### src/hfpb_fan_alarm_end.sv
`timescale 1ns/1ps
`default_nettype none
`default_nettype wire

### src/hfpb_pkg.sv
// Purpose: shared constants and types for the fan drive and alarm tone block
// Assumes: 50 MHz core clock, host port strobes already on that clock
// Notes: derived cycle counts are defaults; the top module re-exposes them as parameters
package hfpb_pkg;
    // ========================================
    // timing
    localparam int CLK_HZ = 50_000_000;
    localparam int TONE_LOW_HZ = 600;
    localparam int TONE_HIGH_HZ = 1200;
    localparam int TONE_PHASE_MS = 500;
    localparam int PHASE_CYCLES = CLK_HZ / 1000 * TONE_PHASE_MS;
    localparam int LOW_HALF_CYCLES = CLK_HZ / (2 * TONE_LOW_HZ);
    localparam int HIGH_HALF_CYCLES = CLK_HZ / (2 * TONE_HIGH_HZ);
    localparam int STRAP_SETTLE = 3;

    // ========================================
    // host ports, offsets from the monitor base address
    localparam logic [15:0] PORT_INDEX_OFS = 16'h0005;
    localparam logic [15:0] PORT_DATA_OFS = 16'h0006;

    // ========================================
    // register indexes
    localparam logic [6:0] IDX_SYS_FREQ = 7'h00;
    localparam logic [6:0] IDX_SYS_VALUE = 7'h01;
    localparam logic [6:0] IDX_CPU_FREQ = 7'h02;
    localparam logic [6:0] IDX_CPU_VALUE = 7'h03;
    localparam logic [6:0] IDX_FAN_CFG = 7'h04;
    localparam logic [6:0] IDX_BANK_SEL = 7'h4e;
    localparam logic [6:0] IDX_BANKED_FIRST = 7'h50;
    localparam logic [6:0] IDX_ALARM_EN_C = 7'h53;
    localparam logic [6:0] IDX_ALARM_EN_A = 7'h56;
    localparam logic [6:0] IDX_ALARM_EN_B = 7'h57;
    localparam logic [7:0] BANK_ALARM_AB = 8'h00;
    localparam logic [7:0] BANK_ALARM_C = 8'h04;

    // ========================================
    // reset values and fields
    localparam logic [6:0] INDEX_RST = 7'h00;
    localparam logic [7:0] BANK_RST = 8'h00;
    localparam logic [7:0] FREQ_RST = 8'h04;
    localparam logic [7:0] FAN_CFG_RST = 8'h01;
    localparam logic [7:0] STRAP_HIGH_VALUE = 8'hff;
    localparam logic [7:0] STRAP_LOW_VALUE = 8'h80;
    localparam logic [7:0] DUTY_FULL = 8'hff;
    localparam int CFG_SYS_SEL_BIT = 0;
    localparam int CFG_CPU_SEL_BIT = 1;
    localparam int ALARM_GLOBAL_BIT = 7;
    localparam int ALARM_EVENTS = 17;

    // ========================================
    // types
    typedef struct packed {
        logic [15:0] addr;
        logic wr;
        logic rd;
        logic [7:0] wdata;
    } hfpb_io_req_t;

    typedef struct packed {
        logic clkSel;
        logic [6:0] scale;
    } hfpb_freq_t;

    typedef enum logic [1:0] {TONE_IDLE, TONE_LOW, TONE_HIGH} hfpb_tone_t;
endpackage

### src/hfpb_fan_alarm.sv
// Purpose: indexed host register window, two fan drives and the alarm tone pin
// Assumes: host strobes are one-cycle pulses on core_clk; event inputs on core_clk
// Notes: source clock pins are sampled, so the fast source must stay below half core_clk
`timescale 1ns/1ps
`default_nettype none
module hfpb_fan_alarm #(
    parameter int PHASE_CYCLES = hfpb_pkg::PHASE_CYCLES,
    parameter int LOW_HALF_CYCLES = hfpb_pkg::LOW_HALF_CYCLES,
    parameter int HIGH_HALF_CYCLES = hfpb_pkg::HIGH_HALF_CYCLES
) (
    // clock and reset
    input wire logic core_clk,
    input wire logic rst_b,
    // host io cycle
    input wire hfpb_pkg::hfpb_io_req_t ioReq,
    output logic [7:0] ioRdData,
    output logic ioRdValid,
    // base address bytes
    input wire logic [7:0] monitorBaseHigh,
    input wire logic [7:0] monitorBaseLow,
    // pins from outside
    input wire logic srcFastClkPin,
    input wire logic srcSlowClkPin,
    input wire logic fanSetStrap,
    // monitored events
    input wire logic [hfpb_pkg::ALARM_EVENTS-1:0] alarmEvents,
    // fan drives
    output logic systemFanPwm,
    output logic [5:0] systemFanDcLevel,
    output logic systemFanTypeSelect,
    output logic processorFanPwm,
    output logic [5:0] processorFanDcLevel,
    output logic processorFanTypeSelect,
    // alarm pin, open drain
    input wire logic alarmTonePinIn,
    output logic alarmTonePinOut,
    output logic alarmTonePinOe
);
    import hfpb_pkg::*;

    localparam int PHASE_W = $clog2(PHASE_CYCLES + 1);
    localparam int HALF_W = $clog2(LOW_HALF_CYCLES + HIGH_HALF_CYCLES + 1);

    // ========================================
    // pin synchronisers
    logic [1:0] fastSync_q, slowSync_q, strapSync_q;
    logic fastPrev_q, slowPrev_q;
    logic fastTick, slowTick;

    // the second stage alone feeds the edge detectors
    always_ff @(posedge core_clk) begin
        if (!rst_b) begin
            fastSync_q <= 2'b00;
            slowSync_q <= 2'b00;
            strapSync_q <= 2'b00;
            fastPrev_q <= 1'b0;
            slowPrev_q <= 1'b0;
        end else begin
            fastSync_q <= {fastSync_q[0], srcFastClkPin};
            slowSync_q <= {slowSync_q[0], srcSlowClkPin};
            strapSync_q <= {strapSync_q[0], fanSetStrap};
            fastPrev_q <= fastSync_q[1];
            slowPrev_q <= slowSync_q[1];
        end
    end

    assign fastTick = fastSync_q[1] && !fastPrev_q;
    assign slowTick = slowSync_q[1] && !slowPrev_q;

    // ========================================
    // host register window
    logic [6:0] indexPtr_q, indexPtr_d;
    logic [7:0] bankSel_q, bankSel_d;
    logic [7:0] sysFreq_q, sysFreq_d, cpuFreq_q, cpuFreq_d;
    logic [7:0] sysValue_q, sysValue_d, cpuValue_q, cpuValue_d;
    logic [7:0] fanCfg_q, fanCfg_d;
    logic [7:0] alarmEnA_q, alarmEnA_d, alarmEnB_q, alarmEnB_d;
    logic [1:0] alarmEnC_q, alarmEnC_d;
    logic [7:0] ioRdData_q, ioRdData_d;
    logic ioRdValid_q, ioRdValid_d;
    logic [1:0] strapWait_q, strapWait_d;
    logic strapDone_q, strapDone_d;
    logic [15:0] baseAddr, indexPort, dataPort;
    logic hitIndex, hitData, banked, inAlarmBank, inBankC;
    logic [7:0] selRead;

    always_comb begin
        baseAddr = {monitorBaseHigh, monitorBaseLow};
        indexPort = baseAddr + PORT_INDEX_OFS;
        dataPort = baseAddr + PORT_DATA_OFS;
        hitIndex = ioReq.addr == indexPort;
        hitData = ioReq.addr == dataPort;
        banked = indexPtr_q >= IDX_BANKED_FIRST;
        inAlarmBank = banked && bankSel_q == BANK_ALARM_AB;
        inBankC = banked && bankSel_q == BANK_ALARM_C;
        // selected register read, unimplemented slots read zero
        selRead = 8'h00;
        case (indexPtr_q)
            IDX_SYS_FREQ: selRead = sysFreq_q;
            IDX_SYS_VALUE: selRead = sysValue_q;
            IDX_CPU_FREQ: selRead = cpuFreq_q;
            IDX_CPU_VALUE: selRead = cpuValue_q;
            IDX_FAN_CFG: selRead = fanCfg_q;
            IDX_BANK_SEL: selRead = bankSel_q;
            IDX_ALARM_EN_A: selRead = inAlarmBank ? alarmEnA_q : 8'h00;
            IDX_ALARM_EN_B: selRead = inAlarmBank ? alarmEnB_q : 8'h00;
            IDX_ALARM_EN_C: selRead = inBankC ? {6'h00, alarmEnC_q} : 8'h00;
            default: selRead = 8'h00;
        endcase
        indexPtr_d = indexPtr_q;
        bankSel_d = bankSel_q;
        sysFreq_d = sysFreq_q;
        cpuFreq_d = cpuFreq_q;
        sysValue_d = sysValue_q;
        cpuValue_d = cpuValue_q;
        fanCfg_d = fanCfg_q;
        alarmEnA_d = alarmEnA_q;
        alarmEnB_d = alarmEnB_q;
        alarmEnC_d = alarmEnC_q;
        ioRdData_d = ioRdData_q;
        ioRdValid_d = 1'b0;
        strapWait_d = strapWait_q;
        strapDone_d = strapDone_q;
        if (ioReq.wr && hitIndex) begin
            indexPtr_d = ioReq.wdata[6:0];
        end
        if (ioReq.wr && hitData) begin
            case (indexPtr_q)
                IDX_SYS_FREQ: sysFreq_d = ioReq.wdata;
                IDX_SYS_VALUE: sysValue_d = ioReq.wdata;
                IDX_CPU_FREQ: cpuFreq_d = ioReq.wdata;
                IDX_CPU_VALUE: cpuValue_d = ioReq.wdata;
                IDX_FAN_CFG: fanCfg_d = ioReq.wdata;
                IDX_BANK_SEL: bankSel_d = ioReq.wdata;
                IDX_ALARM_EN_A: if (inAlarmBank) alarmEnA_d = ioReq.wdata;
                IDX_ALARM_EN_B: if (inAlarmBank) alarmEnB_d = ioReq.wdata;
                IDX_ALARM_EN_C: if (inBankC) alarmEnC_d = ioReq.wdata[1:0];
                default: ;
            endcase
        end
        if (ioReq.rd && (hitIndex || hitData)) begin
            ioRdData_d = hitIndex ? {1'b0, indexPtr_q} : selRead;
            ioRdValid_d = 1'b1;
        end
        // strap is caught once the synchroniser has filled after release
        if (!strapDone_q) begin
            if (strapWait_q == 2'(STRAP_SETTLE)) begin
                strapDone_d = 1'b1;
                sysValue_d = strapSync_q[1] ? STRAP_HIGH_VALUE : STRAP_LOW_VALUE;
                cpuValue_d = strapSync_q[1] ? STRAP_HIGH_VALUE : STRAP_LOW_VALUE;
            end else begin
                strapWait_d = strapWait_q + 2'b01;
            end
        end
    end

    always_ff @(posedge core_clk) begin
        if (!rst_b) begin
            indexPtr_q <= INDEX_RST;
            bankSel_q <= BANK_RST;
            sysFreq_q <= FREQ_RST;
            cpuFreq_q <= FREQ_RST;
            sysValue_q <= 8'h00;
            cpuValue_q <= 8'h00;
            fanCfg_q <= FAN_CFG_RST;
            alarmEnA_q <= 8'h00;
            alarmEnB_q <= 8'h00;
            alarmEnC_q <= 2'b00;
            ioRdData_q <= 8'h00;
            ioRdValid_q <= 1'b0;
            strapWait_q <= 2'b00;
            strapDone_q <= 1'b0;
        end else begin
            indexPtr_q <= indexPtr_d;
            bankSel_q <= bankSel_d;
            sysFreq_q <= sysFreq_d;
            cpuFreq_q <= cpuFreq_d;
            sysValue_q <= sysValue_d;
            cpuValue_q <= cpuValue_d;
            fanCfg_q <= fanCfg_d;
            alarmEnA_q <= alarmEnA_d;
            alarmEnB_q <= alarmEnB_d;
            alarmEnC_q <= alarmEnC_d;
            ioRdData_q <= ioRdData_d;
            ioRdValid_q <= ioRdValid_d;
            strapWait_q <= strapWait_d;
            strapDone_q <= strapDone_d;
        end
    end

    assign ioRdData = ioRdData_q;
    assign ioRdValid = ioRdValid_q;
    assign systemFanTypeSelect = fanCfg_q[CFG_SYS_SEL_BIT];
    assign processorFanTypeSelect = fanCfg_q[CFG_CPU_SEL_BIT];

    // ========================================
    // fan channels; dc mode blanks the pwm path so the frequency has no effect
    hfpb_pwm_channel u_sys_fan (
        .core_clk(core_clk),
        .rst_b(rst_b),
        .srcFastTick(fastTick),
        .srcSlowTick(slowTick),
        .freq(hfpb_freq_t'(sysFreq_q)),
        .duty(sysValue_q),
        .dcMode(systemFanTypeSelect),
        .pwmOut(systemFanPwm),
        .dcLevel(systemFanDcLevel)
    );

    hfpb_pwm_channel u_cpu_fan (
        .core_clk(core_clk),
        .rst_b(rst_b),
        .srcFastTick(fastTick),
        .srcSlowTick(slowTick),
        .freq(hfpb_freq_t'(cpuFreq_q)),
        .duty(cpuValue_q),
        .dcMode(processorFanTypeSelect),
        .pwmOut(processorFanPwm),
        .dcLevel(processorFanDcLevel)
    );

    // ========================================
    // alarm tone sequencer
    hfpb_tone_t tone_q, tone_d;
    logic [PHASE_W-1:0] phaseCnt_q, phaseCnt_d;
    logic [HALF_W-1:0] halfCnt_q, halfCnt_d;
    logic wave_q, wave_d;
    logic alarmActive;
    logic [HALF_W-1:0] halfLimit;

    always_comb begin
        alarmActive = alarmEnB_q[ALARM_GLOBAL_BIT] &&
            |(alarmEvents & {alarmEnC_q, alarmEnB_q[6:0], alarmEnA_q});
        halfLimit = (tone_q == TONE_HIGH) ? HALF_W'(HIGH_HALF_CYCLES - 1) : HALF_W'(LOW_HALF_CYCLES - 1);
        tone_d = tone_q;
        phaseCnt_d = phaseCnt_q;
        halfCnt_d = halfCnt_q;
        wave_d = wave_q;
        case (tone_q)
            TONE_IDLE: begin
                phaseCnt_d = '0;
                halfCnt_d = '0;
                wave_d = 1'b0;
                if (alarmActive) begin
                    tone_d = TONE_LOW;
                end
            end
            TONE_LOW, TONE_HIGH: begin
                if (halfCnt_q >= halfLimit) begin
                    halfCnt_d = '0;
                    wave_d = !wave_q;
                end else begin
                    halfCnt_d = halfCnt_q + 1'b1;
                end
                if (phaseCnt_q >= PHASE_W'(PHASE_CYCLES - 1)) begin
                    phaseCnt_d = '0;
                    halfCnt_d = '0;
                    tone_d = (tone_q == TONE_LOW) ? TONE_HIGH : TONE_LOW;
                end else begin
                    phaseCnt_d = phaseCnt_q + 1'b1;
                end
                // clearing the enable or the event stops the tone at once
                if (!alarmActive) begin
                    tone_d = TONE_IDLE;
                    wave_d = 1'b0;
                end
            end
            default: begin
                tone_d = TONE_IDLE;
                wave_d = 1'b0;
            end
        endcase
    end

    always_ff @(posedge core_clk) begin
        if (!rst_b) begin
            tone_q <= TONE_IDLE;
            phaseCnt_q <= '0;
            halfCnt_q <= '0;
            wave_q <= 1'b0;
        end else begin
            tone_q <= tone_d;
            phaseCnt_q <= phaseCnt_d;
            halfCnt_q <= halfCnt_d;
            wave_q <= wave_d;
        end
    end

    // low half of the wave pulls the pin down, high half lets it float up
    assign alarmTonePinOut = 1'b0;
    assign alarmTonePinOe = !wave_q;

    // ========================================
    // checks
    a_index_readback: assert property (@(posedge core_clk) disable iff (!rst_b)
        (ioReq.rd && hitIndex) |=> ioRdValid && !ioRdData[7] && ioRdData[6:0] == $past(indexPtr_q))
        else $error("index port readback wrong");
    a_index_write: assert property (@(posedge core_clk) disable iff (!rst_b)
        (ioReq.wr && hitIndex) |=> indexPtr_q == $past(ioReq.wdata[6:0]))
        else $error("index pointer not loaded");
    a_data_read: assert property (@(posedge core_clk) disable iff (!rst_b)
        (ioReq.rd && hitData && !hitIndex && indexPtr_q == IDX_SYS_FREQ) |=> ioRdData == $past(sysFreq_q))
        else $error("data port read wrong register");
    a_bank_steer: assert property (@(posedge core_clk) disable iff (!rst_b)
        (ioReq.wr && hitData && indexPtr_q == IDX_ALARM_EN_A && bankSel_q != BANK_ALARM_AB)
        |=> $stable(alarmEnA_q)) else $error("banked write leaked to wrong bank");
    a_global_gate: assert property (@(posedge core_clk) disable iff (!rst_b)
        !alarmEnB_q[ALARM_GLOBAL_BIT] |=> ##1 alarmTonePinOe) else $error("tone without global enable");
    a_event_gate: assert property (@(posedge core_clk) disable iff (!rst_b)
        !alarmActive |=> tone_q == TONE_IDLE) else $error("tone without enabled event");
    a_idle_low: assert property (@(posedge core_clk) disable iff (!rst_b)
        (tone_q == TONE_IDLE) |-> (alarmTonePinOe && !alarmTonePinOut)) else $error("idle pin not low");
    a_half_bound: assert property (@(posedge core_clk) disable iff (!rst_b)
        (tone_q == TONE_LOW) |-> halfCnt_q < HALF_W'(LOW_HALF_CYCLES)) else $error("low tone half too long");
    a_phase_swap: assert property (@(posedge core_clk) disable iff (!rst_b)
        (tone_q == TONE_LOW && alarmActive && phaseCnt_q == PHASE_W'(PHASE_CYCLES - 1)) |=> tone_q == TONE_HIGH)
        else $error("tone phase did not swap");
    a_dc_blank: assert property (@(posedge core_clk) disable iff (!rst_b)
        systemFanTypeSelect [*2] |-> !systemFanPwm) else $error("system fan pwm in dc mode");
    a_strap_load: assert property (@(posedge core_clk) disable iff (!rst_b)
        (!strapDone_q && strapWait_q == 2'(STRAP_SETTLE)) |=>
        sysValue_q == ($past(strapSync_q[1]) ? STRAP_HIGH_VALUE : STRAP_LOW_VALUE))
        else $error("strap value not loaded");
    c_alarm_on: cover property (@(posedge core_clk) disable iff (!rst_b) $rose(alarmActive));
    c_tone_high: cover property (@(posedge core_clk) disable iff (!rst_b) tone_q == TONE_HIGH);
    c_data_read: cover property (@(posedge core_clk) disable iff (!rst_b) ioReq.rd && hitData);
    c_pin_float: cover property (@(posedge core_clk) disable iff (!rst_b) !alarmTonePinOe && alarmTonePinIn);
endmodule
`default_nettype wire

### src/hfpb_pwm_channel.sv
// Purpose: one fan drive channel, prescaled pwm or dc level
// Assumes: source ticks are one-cycle pulses on core_clk
// Notes: a prescale of zero behaves as one
`timescale 1ns/1ps
`default_nettype none
module hfpb_pwm_channel (
    // clock and reset
    input wire logic core_clk,
    input wire logic rst_b,
    // source clock edges
    input wire logic srcFastTick,
    input wire logic srcSlowTick,
    // settings
    input wire hfpb_pkg::hfpb_freq_t freq,
    input wire logic [7:0] duty,
    input wire logic dcMode,
    // drive
    output logic pwmOut,
    output logic [5:0] dcLevel
);
    import hfpb_pkg::*;

    logic [6:0] preCnt_q, preCnt_d;
    logic [7:0] perCnt_q, perCnt_d;
    logic pwmOut_q, pwmOut_d;
    logic [5:0] dcLevel_q, dcLevel_d;
    logic tick;
    logic [6:0] scaleEff;

    // ========================================
    // prescaler and period counter
    always_comb begin
        tick = freq.clkSel ? srcSlowTick : srcFastTick;
        scaleEff = (freq.scale == 7'h00) ? 7'h01 : freq.scale;
        preCnt_d = preCnt_q;
        perCnt_d = perCnt_q;
        if (tick) begin
            if (preCnt_q + 7'h01 >= scaleEff) begin
                preCnt_d = 7'h00;
                perCnt_d = perCnt_q + 8'h01;
            end else begin
                preCnt_d = preCnt_q + 7'h01;
            end
        end
        // full scale is held solid so that ff really means always on
        pwmOut_d = !dcMode && ((duty == DUTY_FULL) || (perCnt_q < duty));
        dcLevel_d = dcMode ? duty[7:2] : 6'h00;
    end

    always_ff @(posedge core_clk) begin
        if (!rst_b) begin
            preCnt_q <= 7'h00;
            perCnt_q <= 8'h00;
            pwmOut_q <= 1'b0;
            dcLevel_q <= 6'h00;
        end else begin
            preCnt_q <= preCnt_d;
            perCnt_q <= perCnt_d;
            pwmOut_q <= pwmOut_d;
            dcLevel_q <= dcLevel_d;
        end
    end

    assign pwmOut = pwmOut_q;
    assign dcLevel = dcLevel_q;

    // ========================================
    // checks
    a_full_duty: assert property (@(posedge core_clk) disable iff (!rst_b)
        (!dcMode && duty == DUTY_FULL) |=> pwmOut) else $error("full duty not high");
    a_zero_duty: assert property (@(posedge core_clk) disable iff (!rst_b)
        (duty == 8'h00) |=> !pwmOut) else $error("zero duty not low");
    a_prescale_bound: assert property (@(posedge core_clk) disable iff (!rst_b)
        (tick && freq.scale > 7'h01 && preCnt_q == 7'h00) |=> (perCnt_q == $past(perCnt_q)))
        else $error("period stepped before prescale count");
    a_dc_quiet: assert property (@(posedge core_clk) disable iff (!rst_b)
        dcMode |=> !pwmOut ##0 (dcLevel == $past(duty[7:2]))) else $error("dc mode output wrong");
    c_pwm_rise: cover property (@(posedge core_clk) disable iff (!rst_b) $rose(pwmOut));
endmodule
`default_nettype wire

### config.mk
export PLATFORM = sky130hd
export DESIGN_NAME = hfpb_fan_alarm
export DESIGN_NICKNAME = d
export VERILOG_FILES = /design/src/hfpb_fan_alarm_end.sv /design/src/hfpb_pkg.sv /design/src/hfpb_fan_alarm.sv /design/src/hfpb_pwm_channel.sv
export SDC_FILE = /design/constraint.sdc
export NUM_CORES = 1
export LEC_CHECK = 0
export BUFFER_PORTS_ARGS = -buffer_cell sky130_fd_sc_hd__buf_2
export CORE_MARGIN = 2
export CORE_UTILIZATION = 48
export DETAILED_ROUTE_END_ITERATION = 6
export GPL_TIMING_DRIVEN = 1
export PLACE_DENSITY = 0.77
export SKIP_CTS_REPAIR_TIMING = 1
export SLEW_MARGIN = 40
export SYNTH_ARGS = -nofsm -noshare
export SYNTH_HDL_FRONTEND = slang
export SYNTH_HIERARCHICAL = 1
export SYNTH_SLANG_ARGS = --single-unit
### constraint.sdc
create_clock -name core_clk -period 3 [get_ports core_clk]
set_input_delay 0.45 -clock core_clk [delete_from_list [all_inputs] [get_ports core_clk]]
set_output_delay 0.45 -clock core_clk [all_outputs]
set_load 0.01 [all_outputs]
==> results of run 1 <==
-- logic make-up after synthesis --
group	count (synthesis)	synth area share
AO/OA/AOI/OAI	263	0.1668
XOR/XNOR	47	0.03943
adder cells (fa/ha/maj)	51	0.06113
buffers and inverters	110	0.05825
flip-flops	181	0.3471
multiplexers	95	0.09337
other	1	0.0003592
AND/OR/NAND/NOR	447	0.2335
-- flip-flops by register name (all words and copies together) (netlist names), 6 cells and up --
register and cells:
sysValue_q 8, cpuFreq_q 8, cpuValue_q 8, halfCnt_q 16
u_sys_fan/perCnt_q 8, u_cpu_fan/perCnt_q 8, u_sys_fan/dcLevel 6, alarmEnB_q 8
u_cpu_fan/dcLevel 6, ioRdData 8, sysFreq_q 8, u_cpu_fan/preCnt_q 7
bankSel_q 8, alarmEnA_q 8, u_sys_fan/preCnt_q 7, fanCfg_q 8
phaseCnt_q 25, indexPtr_q 7
-- cell type report --
cell class	instances	area share
well taps	275	0.02909
repair buffers	133	0.07330
flip-flops and latches	181	0.3063
clock buffers	18	0.03628
clock inverters	13	0.01227
inverters	49	0.01555
multi-input cells	904	0.5272
-- through the flow --
stage	TNS, ns	util
6_report	0	0.5592
5_1_grt	0	0.5592
4_1_cts	0	0.5583
3_5_place_dp	-0.5580	0.5311
3_3_place_gp	-0.05158	0.5308
2_1_floorplan	0	-
-- power groups by stage --
stage | Combinational (mW) | Sequential [mW] | Clock, mW
3_5_place_dp | 0.538 | 2.63 | 0
5_1_grt | 0.607 | 2.58 | 2.35
3_3_place_gp | 0.517 | 2.62 | 0
6_report | 0.543 | 2.57 | 2.22
2_1_floorplan | 0.378 | 2.59 | 0
4_1_cts | 0.542 | 2.57 | 2.24
-- cell usage in the layout (no fill, tap or decap), drive strengths merged, types with 23 or more instances in the layout --
cell type	synthesis	routed
xnor2	26	26
a21oi	59	59
nand2b	23	23
nand4	25	25
o21ai	58	58
inv	49	55
dfxtp	181	181
nor2	94	94
mux2i	85	85
nand2	110	110
and3	26	26
nor3	26	26
ha	51	51
nand3	54	54
buf	23	133
-- worst max-delay path: cells and delay by family (launching register included) --
kind,cells,cell delay [ns]
adders and majority gates,2,0.45
and+or+nand+nor,2,0.61
DFF,1,0.34
AOI/OAI and AO/OA,5,0.87
buffers and inverters,3,0.41
-- final timing paths --
check	cells past startpoint	slack, ns	startpoint	to
worst max-delay path	12	0.24	tone_q[0]	halfCnt_q[5]
worst min-delay path	2	0.25	srcSlowClkPin	slowSync_q[0]
worst max register to register	12	0.24	tone_q[0]	halfCnt_q[5]
worst min register to register	1	0.44	strapSync_q[0]	strapSync_q[1]
-- routing by layer --
metal  global-route usage  part of all wire  wire (µm)  vias up
met5                    0                 0          0        -
met4              0.08832             0.027        688        0
met3              0.04850             0.062       1541       50
met2               0.3663              0.46      11580      258
met1               0.2907              0.45      11240     4286
li1                     -                 -          -     4526
==> out/results.md, run 1 <==
| Group | Parameter | Reported |
| --- | --- | --- |
| synth | Post-synth EDFFs | 0 |
| drt | Routed wire length | 25.05 mm |
| layout | Total non-filler cell area in the finished layout | 11830 µm² |
| drt | DRC violation count after routing | 0 |
| synth | Async S/R FF share, synth | 0 |
| synth | Net count of the mapped netlist | 1311 |
| worst setup path | Worst Path Arrival | 3.11 ns |
| pwr | Portion of total power attributed to the clock network | 0.416 |
| sta | Total of endpoints with negative setup slack in the final report | 0 |
| global routing | Total Routing Usage GR | 0.2248 |
| layout | Number of antenna repair diodes | 0 |
| floorplanning | Area inside the core boundary | 21150 µm² |
| worst setup path | Maximum net fanout on the critical path | 11 |
| synth | Average cell area after synthesis | 8.735 µm² |
| pwr | Switching fraction of total power | 0.2603 |
| sta | Peak Freq | 362.9 MHz |
| layout | Area occupied by multi-input gates | 6236 µm² |
| floorplanning | Die Span X | 151.5 µm |
| floorplanning | Die Y | 151.5 µm |
| drt | Avg Vias per Cell | 5.798 |
| layout | Share of final-layout standard cells stronger than drive strength 1 | 0.1687 |
| synth | Number of synthesized register bits | 181 |
| pwr | Net switching power figure | 1.391 mW |
| floorplanning | Initial core utilization | 0.4935 |
| pwr | Comb pwr share | 0.102 |
| cts | Sinks on the clock net | 181 |
| outcome | Outcome | finished, final reports clean |
| global routing | Initial antenna violation count | 0 |
| pwr | Pwr per Cell Area | 451.7 nW/µm² |
| cts | Deepest clock path buffer count | 2 |
| sta | Worst Setup Slack, final | 0.2446 ns |
| synth | Post-synthesis instance area | 10440 µm² |
| cts | Clock latency of the later-clocked register in the worst-skew pair | 0.44 ns |
| floorplanning | Die Outline Area | 22940 µm² |
| cts | # H-tree levels | 4 |
| place | Port buffer count | 89 |
| sta | Final-report max-slew violation count | 0 |
| cts | Clock Tree Root | sky130_fd_sc_hd__clkbuf_16 |
| drt | Wire length per cell | 15.92 µm |
| pwr | Static Leakage | 4.419 nW |
| synth | Library cell with the highest instance count after synthesis | sky130_fd_sc_hd__dfxtp_1 |
| flow run | Total of max-cap violations | 0 |
| worst setup path | Critical path required time | 3.35 ns |
| sta | Final worst path period share | 0.9185 |
| global routing | Remaining global-route overflow | 0 |
| cts | CTS tree | done |
| worst setup path | Critical-path cell with the highest stage delay | sky130_fd_sc_hd__or4_1 |
| place | Placed Cells | 1542 |
| pwr | Relative contribution of sequential cells to total power | 0.482 |
| layout | Fill count | 1828 |
| drt | Number of detailed-route iterations in the first pass | 7 |
| worst setup path | Critical Path Max Stage Delay | 0.41 ns |
| pwr | Cell-internal power | 3.952 mW |
| floorplanning | I/O pin count | 92 |
| synth | Cell type with the highest aggregate area in the netlist | sky130_fd_sc_hd__dfxtp_1 |
| place | Pre-CTS setup slack | -0.1044 ns |
| sta | Slew headroom | 0.5121 |
| sta | Worst clock skew | 0.01399 ns |
| place | Routability congestion estimate from global placement | 0.9098 |
| layout | Sequential cell area | 3623 µm² |
| global routing | First-pass GRT wire length | 41.70 mm |
| sta | Slew at the pin closest to its max-slew limit | 0.7319 ns |
| drt | Initial DRC Count | 819 |
| sta | Number of hold violations in the final report | 0 |
| min path | Kind of path behind the tightest hold check | in -> reg |
| layout | Area delta synth->final | 13.32% |
| synth | Largest cells by area after synthesis | sky130_fd_sc_hd__dfxtp_1 (35%), sky130_fd_sc_hd__mux2i_1 (8.2%), sky130_fd_sc_hd__ha_1 (6.1%) |
| sta | Setup repair after global routing missed its margin | false |
| synth | Number of different library cells in the post-synthesis netlist | 86 |
| floorplanning | Placement row count | 53 |
| worst setup path | Type of the setup path with the least slack | reg -> reg |
| worst setup path | Cell chain of the critical path | inv_1, ha_2, inv_1, ha_1, or4_1, a211oi_2, o21ai_0, a221oi_2, nor2b_4, buf_4, o21ai_0, a31oi_1 |
| global routing | Largest net degree at the start of global routing | 76 |
| synth | Number of warnings printed during yosys synthesis | 6 |
| global routing | Number of global-route vias before repair | 8570 |
| sta | Final worst hold slack | 0.2507 ns |
| synth | Main synth FF type | sky130_fd_sc_hd__dfxtp_1 |
| cts | Number of buffers created by CTS | 17 |
| pwr | Power consumption | 5.343 mW |
| layout | Layout Cells excl Fill | 1573 |
| pwr | Worst VDD drop | 283.9 µV |
| synth | Ranking of synthesized cells by instance count | sky130_fd_sc_hd__dfxtp_1 (181), sky130_fd_sc_hd__nand2_1 (110), sky130_fd_sc_hd__nor2_1 (94) |
| drt | Post-route ant nets | 0 |
| synth | Register area share after synthesis | 0.3471 |
| sta | Min cycle time layout | 2.755 ns |
| drt | Total number of vias | 9120 |
| worst setup path | Crit path capture type | flop |
| synth | Number of instances in the synthesized netlist | 1195 |
| place | Final HPWL from detailed placement | 17.75 mm |
| place | Post-placement cell area | 11240 µm² |
| synth | Area share of the leading cell type in the synthesized netlist | 0.3471 |
| layout | Nets@finish | 1402 |
| worst setup path | Kind of start point of the critical path | flop |
| cts | Register clock-pin slew on the reported worst setup and hold paths | 0.07 ns |
Power figures use the tool's default switching activity.
==> run 2: changes to the inputs <==
--- a/config.mk
+++ b/config.mk
@@ -7,10 +7,10 @@
 export LEC_CHECK = 0
 export BUFFER_PORTS_ARGS = -buffer_cell sky130_fd_sc_hd__buf_2
 export CORE_MARGIN = 2
-export CORE_UTILIZATION = 48
+export CORE_UTILIZATION = 55
 export DETAILED_ROUTE_END_ITERATION = 6
 export GPL_TIMING_DRIVEN = 1
-export PLACE_DENSITY = 0.77
+export PLACE_DENSITY = 0.85
 export SKIP_CTS_REPAIR_TIMING = 1
 export SLEW_MARGIN = 40
 export SYNTH_ARGS = -nofsm -noshare
==> out/results.md, run 2 (same netlist as run 1, synthesis figures left out) <==
| Group | Parameter | Reported |
| --- | --- | --- |
| layout | Leading cell types in the layout, fill and taps excluded | sky130_fd_sc_hd__dfxtp_1 (180), sky130_fd_sc_hd__nand2_1 (110), sky130_fd_sc_hd__nor2_1 (93) |
| floorplanning | Area inside the core boundary | 18640 µm² |
| floorplanning | Die Span X | 141.8 µm |
| drt | DRC violation count after routing | 0 |
| worst setup path | Crit path capture type | flop |
| layout | Number of flip-flops under the largest register name | 25 |
| worst setup path | Worst Path Arrival | 3.17 ns |
| cts | Number of buffers created by CTS | 17 |
| sta | Min cycle time layout | 2.819 ns |
| layout | Number of antenna repair diodes | 0 |
| pwr | Static Leakage | 4.393 nW |
| drt | Routed wire length | 25.61 mm |
| sta | Worst Setup Slack, final | 0.1807 ns |
| layout | Area delta synth->final | 12.44% |
| floorplanning | Placement row count | 50 |
| worst setup path | Kind of start point of the critical path | flop |
| drt | Number of detailed-route iterations in the first pass | 6 |
| global routing | Largest net degree at the start of global routing | 55 |
| floorplanning | I/O pin count | 92 |
| sta | Slew headroom | 0.5122 |
| cts | # H-tree levels | 4 |
| flow run | Total of max-cap violations | 0 |
| worst setup path | Cell chain of the critical path | inv_1, ha_2, inv_1, ha_1, or4_1, a211oi_1, o21ai_0, a221oi_2, nor2b_2, buf_4, o21ai_0, a31oi_1 |
| drt | Wire length per cell | 16.73 µm |
| layout | Top register by number of flip-flops | phaseCnt_q |
| pwr | Pwr per Cell Area | 446.9 nW/µm² |
| floorplanning | Die Outline Area | 20100 µm² |
| cts | Register clock-pin slew on the reported worst setup and hold paths | 0.07 ns |
| pwr | Worst VDD drop | 342.8 µV |
| drt | Avg Vias per Cell | 6.040 |
| sta | Peak Freq | 354.7 MHz |
| global routing | Initial antenna violation count | 0 |
| sta | Worst clock skew | 0.01134 ns |
| drt | Total number of vias | 9248 |
| cts | Clock latency of the later-clocked register in the worst-skew pair | 0.43 ns |
| place | Pre-CTS setup slack | -0.04346 ns |
| sta | Total of endpoints with negative setup slack in the final report | 0 |
| layout | Post-layout util | 0.6296 |
| worst setup path | Maximum net fanout on the critical path | 12 |
| drt | Initial DRC Count | 752 |
| drt | Post-route ant nets | 0 |
| global routing | First-pass GRT wire length | 42.34 mm |
| outcome | Outcome | finished, final reports clean |
| sta | Final-report max-slew violation count | 0 |
| min path | Kind of path behind the tightest hold check | in -> reg |
| global routing | Remaining global-route overflow | 0 |
| place | Final HPWL from detailed placement | 17.79 mm |
| global routing | Total Routing Usage GR | 0.2569 |
| sta | Setup repair after global routing missed its margin | true |
| layout | Regs by FF count | phaseCnt_q: 25 flops, halfCnt_q: 16 flops |
| pwr | Power consumption | 5.245 mW |
| worst setup path | Type of the setup path with the least slack | reg -> reg |
| worst setup path | Critical-path cell with the highest stage delay | sky130_fd_sc_hd__or4_1 |
| layout | Total non-filler cell area in the finished layout | 11740 µm² |
| place | Post-placement cell area | 11160 µm² |
| worst setup path | Critical Path Max Stage Delay | 0.41 ns |
| sta | Number of hold violations in the final report | 0 |
| layout | Layout Cells excl Fill | 1531 |
| place | Placed Cells | 1499 |
| layout | Share of final-layout standard cells stronger than drive strength 1 | 0.1689 |
| place | Port buffer count | 89 |
| cts | Deepest clock path buffer count | 2 |
| sta | Final worst path period share | 0.9398 |
| global routing | Number of global-route vias before repair | 8843 |
| layout | Leading cell type in the layout, fill and taps excluded | sky130_fd_sc_hd__dfxtp_1 |
| floorplanning | Die Y | 141.8 µm |
| worst setup path | Critical path required time | 3.35 ns |
| cts | Clock Tree Root | sky130_fd_sc_hd__clkbuf_16 |
| cts | Sinks on the clock net | 181 |
| place | Routability congestion estimate from global placement | 0.9368 |
| sta | Slew at the pin closest to its max-slew limit | 0.7316 ns |
| cts | CTS tree | done |
| floorplanning | Initial core utilization | 0.5599 |
| layout | Nets@finish | 1401 |
## run 2: changes by cell type in the layout (fill, tap and decap cells not counted), sizes merged
cell | before | now
clkbuf | 18 | 21
inv | 55 | 52
buf | 133 | 132
bufinv | 2 | 1
clkinv | 2 | 3
## run 2: metrics by stage
step | hold slack [ns] | setup TNS, ns
final | 0.2617 | 0
after global routing | 0.2616 | 0
after floorplan | 0.4119 | 0
after global placement | 0.4136 | 0
after detailed placement | 0.4250 | -0.3367
after CTS | 0.2491 | 0
## run 2: cell type report
cell class / instances / area [µm²]
clock buffer: 21 / 460.4
clock inverter: 10 / 97.59
fill: 1508 / 6905
inverter: 49 / 183.9
multi-input combinational: 904 / 6235
sequential: 181 / 3625
tap: 234 / 292.8
timing repair buffer: 132 / 843.3
## run 2: power breakdown
part | leakage (nW) | switching [mW] | total (mW) | internal, mW
Sequential | 1.46 | 0.0953 | 2.58 | 2.48
Clock | 0.266 | 0.946 | 2.13 | 1.19
Combinational | 2.67 | 0.304 | 0.533 | 0.228
## run 2: path summary, 6_finish.rpt
check | start | endpoint | slack [ns] | cells after the start
hold reg to reg | slowSync_q[0] | slowSync_q[1] | 0.43 | 1
hold / removal | srcSlowClkPin | slowSync_q[0] | 0.26 | 2
setup / recovery | tone_q[0] | halfCnt_q[6] | 0.18 | 12
setup reg to reg | tone_q[0] | halfCnt_q[6] | 0.18 | 12
## run 2: layer usage
metal | routed length [µm] | track usage | vias up
met5 | 0 | 0 | -
met3 | 1638 | 0.04354 | 46
met2 | 12270 | 0.4423 | 308
li1 | - | - | 4514
met4 | 638 | 0.1000 | 0
met1 | 11060 | 0.3219 | 4380
## run 2: worst max-delay path, delay by kind of cell, from the launching register on
kind	cells	cell delay [ns]
AND/OR/NAND/NOR	2	0.64
buffers and inverters	3	0.42
flip-flops	1	0.34
adder cells (fa/ha/maj)	2	0.46
AO/OA/AOI/OAI	5	0.88
==> run 3: changes to the inputs <==
--- a/config.mk
+++ b/config.mk
@@ -6,8 +6,10 @@
 export NUM_CORES = 1
 export LEC_CHECK = 0
 export BUFFER_PORTS_ARGS = -buffer_cell sky130_fd_sc_hd__buf_2
-export CORE_MARGIN = 2
-export CORE_UTILIZATION = 55
+export CELL_PAD_IN_SITES_DETAIL_PLACEMENT = 1
+export CELL_PAD_IN_SITES_GLOBAL_PLACEMENT = 1
+export CORE_MARGIN = 1.5
+export CORE_UTILIZATION = 42
 export DETAILED_ROUTE_END_ITERATION = 6
 export GPL_TIMING_DRIVEN = 1
 export PLACE_DENSITY = 0.85
==> out/results.md, run 3 (same netlist as run 1, synthesis figures left out) <==
| Group | Parameter | Reported |
| --- | --- | --- |
| outcome | Outcome | finished, final reports clean |
| sta | Setup repair after global routing missed its margin | false |
| floorplanning | Initial core utilization | 0.4292 |
| pwr | Static Leakage | 4.500 nW |
| flow run | Total of max-cap violations | 0 |
| drt | Number of detailed-route iterations in the first pass | 5 |
| floorplanning | Die Outline Area | 25810 µm² |
| worst setup path | Register-to-register path setup slack | 0.21 ns |
| place | Final HPWL from detailed placement | 21.90 mm |
| worst setup path | Critical Path Max Stage Delay | 0.62 ns |
| drt | DRC violation count after routing | 0 |
| pwr | Worst VDD drop | 335.8 µV |
| place | Routability congestion estimate from global placement | 0.8600 |
| worst setup path | Maximum net fanout on the critical path | 19 |
| worst setup path | Crit path capture type | flop |
| sta | Slew headroom | 0.4859 |
| pwr | Pwr per Cell Area | 450.6 nW/µm² |
| worst setup path | Cell chain of the critical path | ha_1, nand3_2, nor2_1, xor2_1, ha_1, nand4_1, nor2_1, a211oi_2, buf_12, or4b_2, nand2_1 |
| global routing | Remaining global-route overflow | 0 |
| worst setup path | Critical-path cell with the highest stage delay | sky130_fd_sc_hd__or4b_2 |
| cts | Deepest clock path buffer count | 2 |
| sta | Setup TNS after final layout | 0 ns |
| layout | Regs by FF count | phaseCnt_q: 25 flops, halfCnt_q: 16 flops |
| cts | Number of buffers created by CTS | 17 |
| drt | Routed wire length | 31.83 mm |
| cts | Clock latency of the later-clocked register in the worst-skew pair | 0.45 ns |
| min path | Kind of path behind the tightest hold check | in -> reg |
| cts | CTS tree | done |
| global routing | Initial antenna violation count | 1 |
| floorplanning | Area inside the core boundary | 24320 µm² |
| min path | Endpoint of the worst hold-timing path | slowSync_q[0] |
| sta | Total of endpoints with negative setup slack in the final report | 0 |
| sta | Peak Freq | 357.8 MHz |
| cts | Sinks on the clock net | 181 |
| place | Port buffer count | 89 |
| floorplanning | I/O pin count | 92 |
| global routing | Total Routing Usage GR | 0.2506 |
| sta | Worst clock skew | 0.01437 ns |
| global routing | Largest net degree at the start of global routing | 76 |
| worst setup path | Worst Path Arrival | 3.18 ns |
| drt | Initial DRC Count | 719 |
| sta | Slew at the pin closest to its max-slew limit | 0.7712 ns |
| worst setup path | Kind of start point of the critical path | flop |
| layout | Nets@finish | 1416 |
| global routing | Number of global-route vias before repair | 10200 |
| min path | Start point of the worst hold path | srcSlowClkPin |
| drt | Total number of vias | 9622 |
| floorplanning | Die Span X | 160.7 µm |
| worst setup path | Critical path required time | 3.39 ns |
| worst setup path | Crit. Startpoint | u_sys_fan/preCnt_q[0] |
| sta | Worst Setup Slack, final | 0.2052 ns |
| worst setup path | Type of the setup path with the least slack | reg -> reg |
| worst setup path | Critical register-to-register path endpoint | u_sys_fan/perCnt_q[2] |
| floorplanning | Die Y | 160.7 µm |
| cts | Register clock-pin slew on the reported worst setup and hold paths | 0.07 ns |
| layout | Leading cell type in the layout, fill and taps excluded | sky130_fd_sc_hd__dfxtp_1 |
| sta | Final-report max-slew violation count | 0 |
| worst setup path | Startpoint of the lowest-slack register-to-register path | u_sys_fan/preCnt_q[0] |
| layout | Number of flip-flops under the largest register name | 25 |
| cts | Clock Tree Root | sky130_fd_sc_hd__clkbuf_16 |
| floorplanning | Placement row count | 57 |
| sta | Number of hold violations in the final report | 0 |
| layout | Number of antenna repair diodes | 0 |
| cts | # H-tree levels | 4 |
| global routing | First-pass GRT wire length | 52.16 mm |
| place | Pre-CTS setup slack | -0.1116 ns |
| drt | Avg Vias per Cell | 5.878 |
| layout | Leading cell types in the layout, fill and taps excluded | sky130_fd_sc_hd__dfxtp_1 (179), sky130_fd_sc_hd__nand2_1 (110), sky130_fd_sc_hd__nor2_1 (93) |
| min path | Hold depth | 2 |
| worst setup path | Number of cell instances on the worst register-to-register path | 11 |
| sta | Min cycle time layout | 2.795 ns |
| drt | Post-route ant nets | 0 |
| layout | Area delta synth->final | 15.29% |
| layout | Top register by number of flip-flops | phaseCnt_q |
| sta | Final worst path period share | 0.9316 |
| drt | Wire length per cell | 19.44 µm |
| layout | Share of final-layout standard cells stronger than drive strength 1 | 0.1805 |
[run 3: cell count changes in the layout (fill, tap and decap cells not counted), sizes merged]
cell and delta:
inv +2, buf +15, clkbuf -1
[run 3: final cells by class]
type	instances	area, µm²
repair buffers	147	997.2
flip-flops and latches	181	3626
multi-input cells	904	6248
inverters	49	183.9
clock buffers	20	456.7
clock inverters	12	117.6
fillers	2862	12280
well taps	324	405.4
[run 3: critical path, delay by kind of cell (launching register included)]
kind            cells  cell delay (ns)
compound gates      1             0.11
fa+ha+maj           2             0.50
simple gates        6             1.29
buf+inv             1             0.17
xor+xnor            1             0.24
flops               1             0.41
[run 3: layer usage]
layer	vias to the layer above	track usage	part of all wire
met5	-	0	0.00035
li1	4551	-	-
met4	2	0.1223	0.037
met2	247	0.4408	0.50
met1	4737	0.2908	0.41
met3	85	0.04855	0.046
[run 3: worst max path at each step]
stage                                 end  slack (ns)  cells after the start
floorplan                   halfCnt_q[15]        0.04                     13
global placement              ioRdData[0]       -0.02                     13
detailed placement           cpuFreq_q[3]       -0.11                     13
CTS                         halfCnt_q[15]        0.10                     12
global route                 halfCnt_q[5]       0.007                     12
finish              u_sys_fan/perCnt_q[2]        0.21                     11
[run 3: stage by stage]
stage / power [mW] / cells / instance area (µm²) / hold slack [ns] / util
after global routing: 5.606 / 1637 / 12040 / 0.2208 / 0.4949
after floorplan: 2.970 / 1195 / 10450 / 0.4119 / -
after CTS: 5.449 / 1637 / 12000 / 0.2174 / 0.4933
final: 5.423 / 1637 / 12040 / 0.2296 / 0.4949
after global placement: 3.158 / 1605 / 11420 / 0.4160 / 0.4696
after detailed placement: 3.195 / 1605 / 11420 / 0.4305 / 0.4697
[run 3: report_power, final]
part	switching, mW	leakage, nW	internal [mW]	total, mW
Sequential	0.103	1.46	2.48	2.58
Clock	1.05	0.276	1.20	2.26
Combinational	0.339	2.76	0.244	0.584
Total	1.49	4.50	3.93	5.42
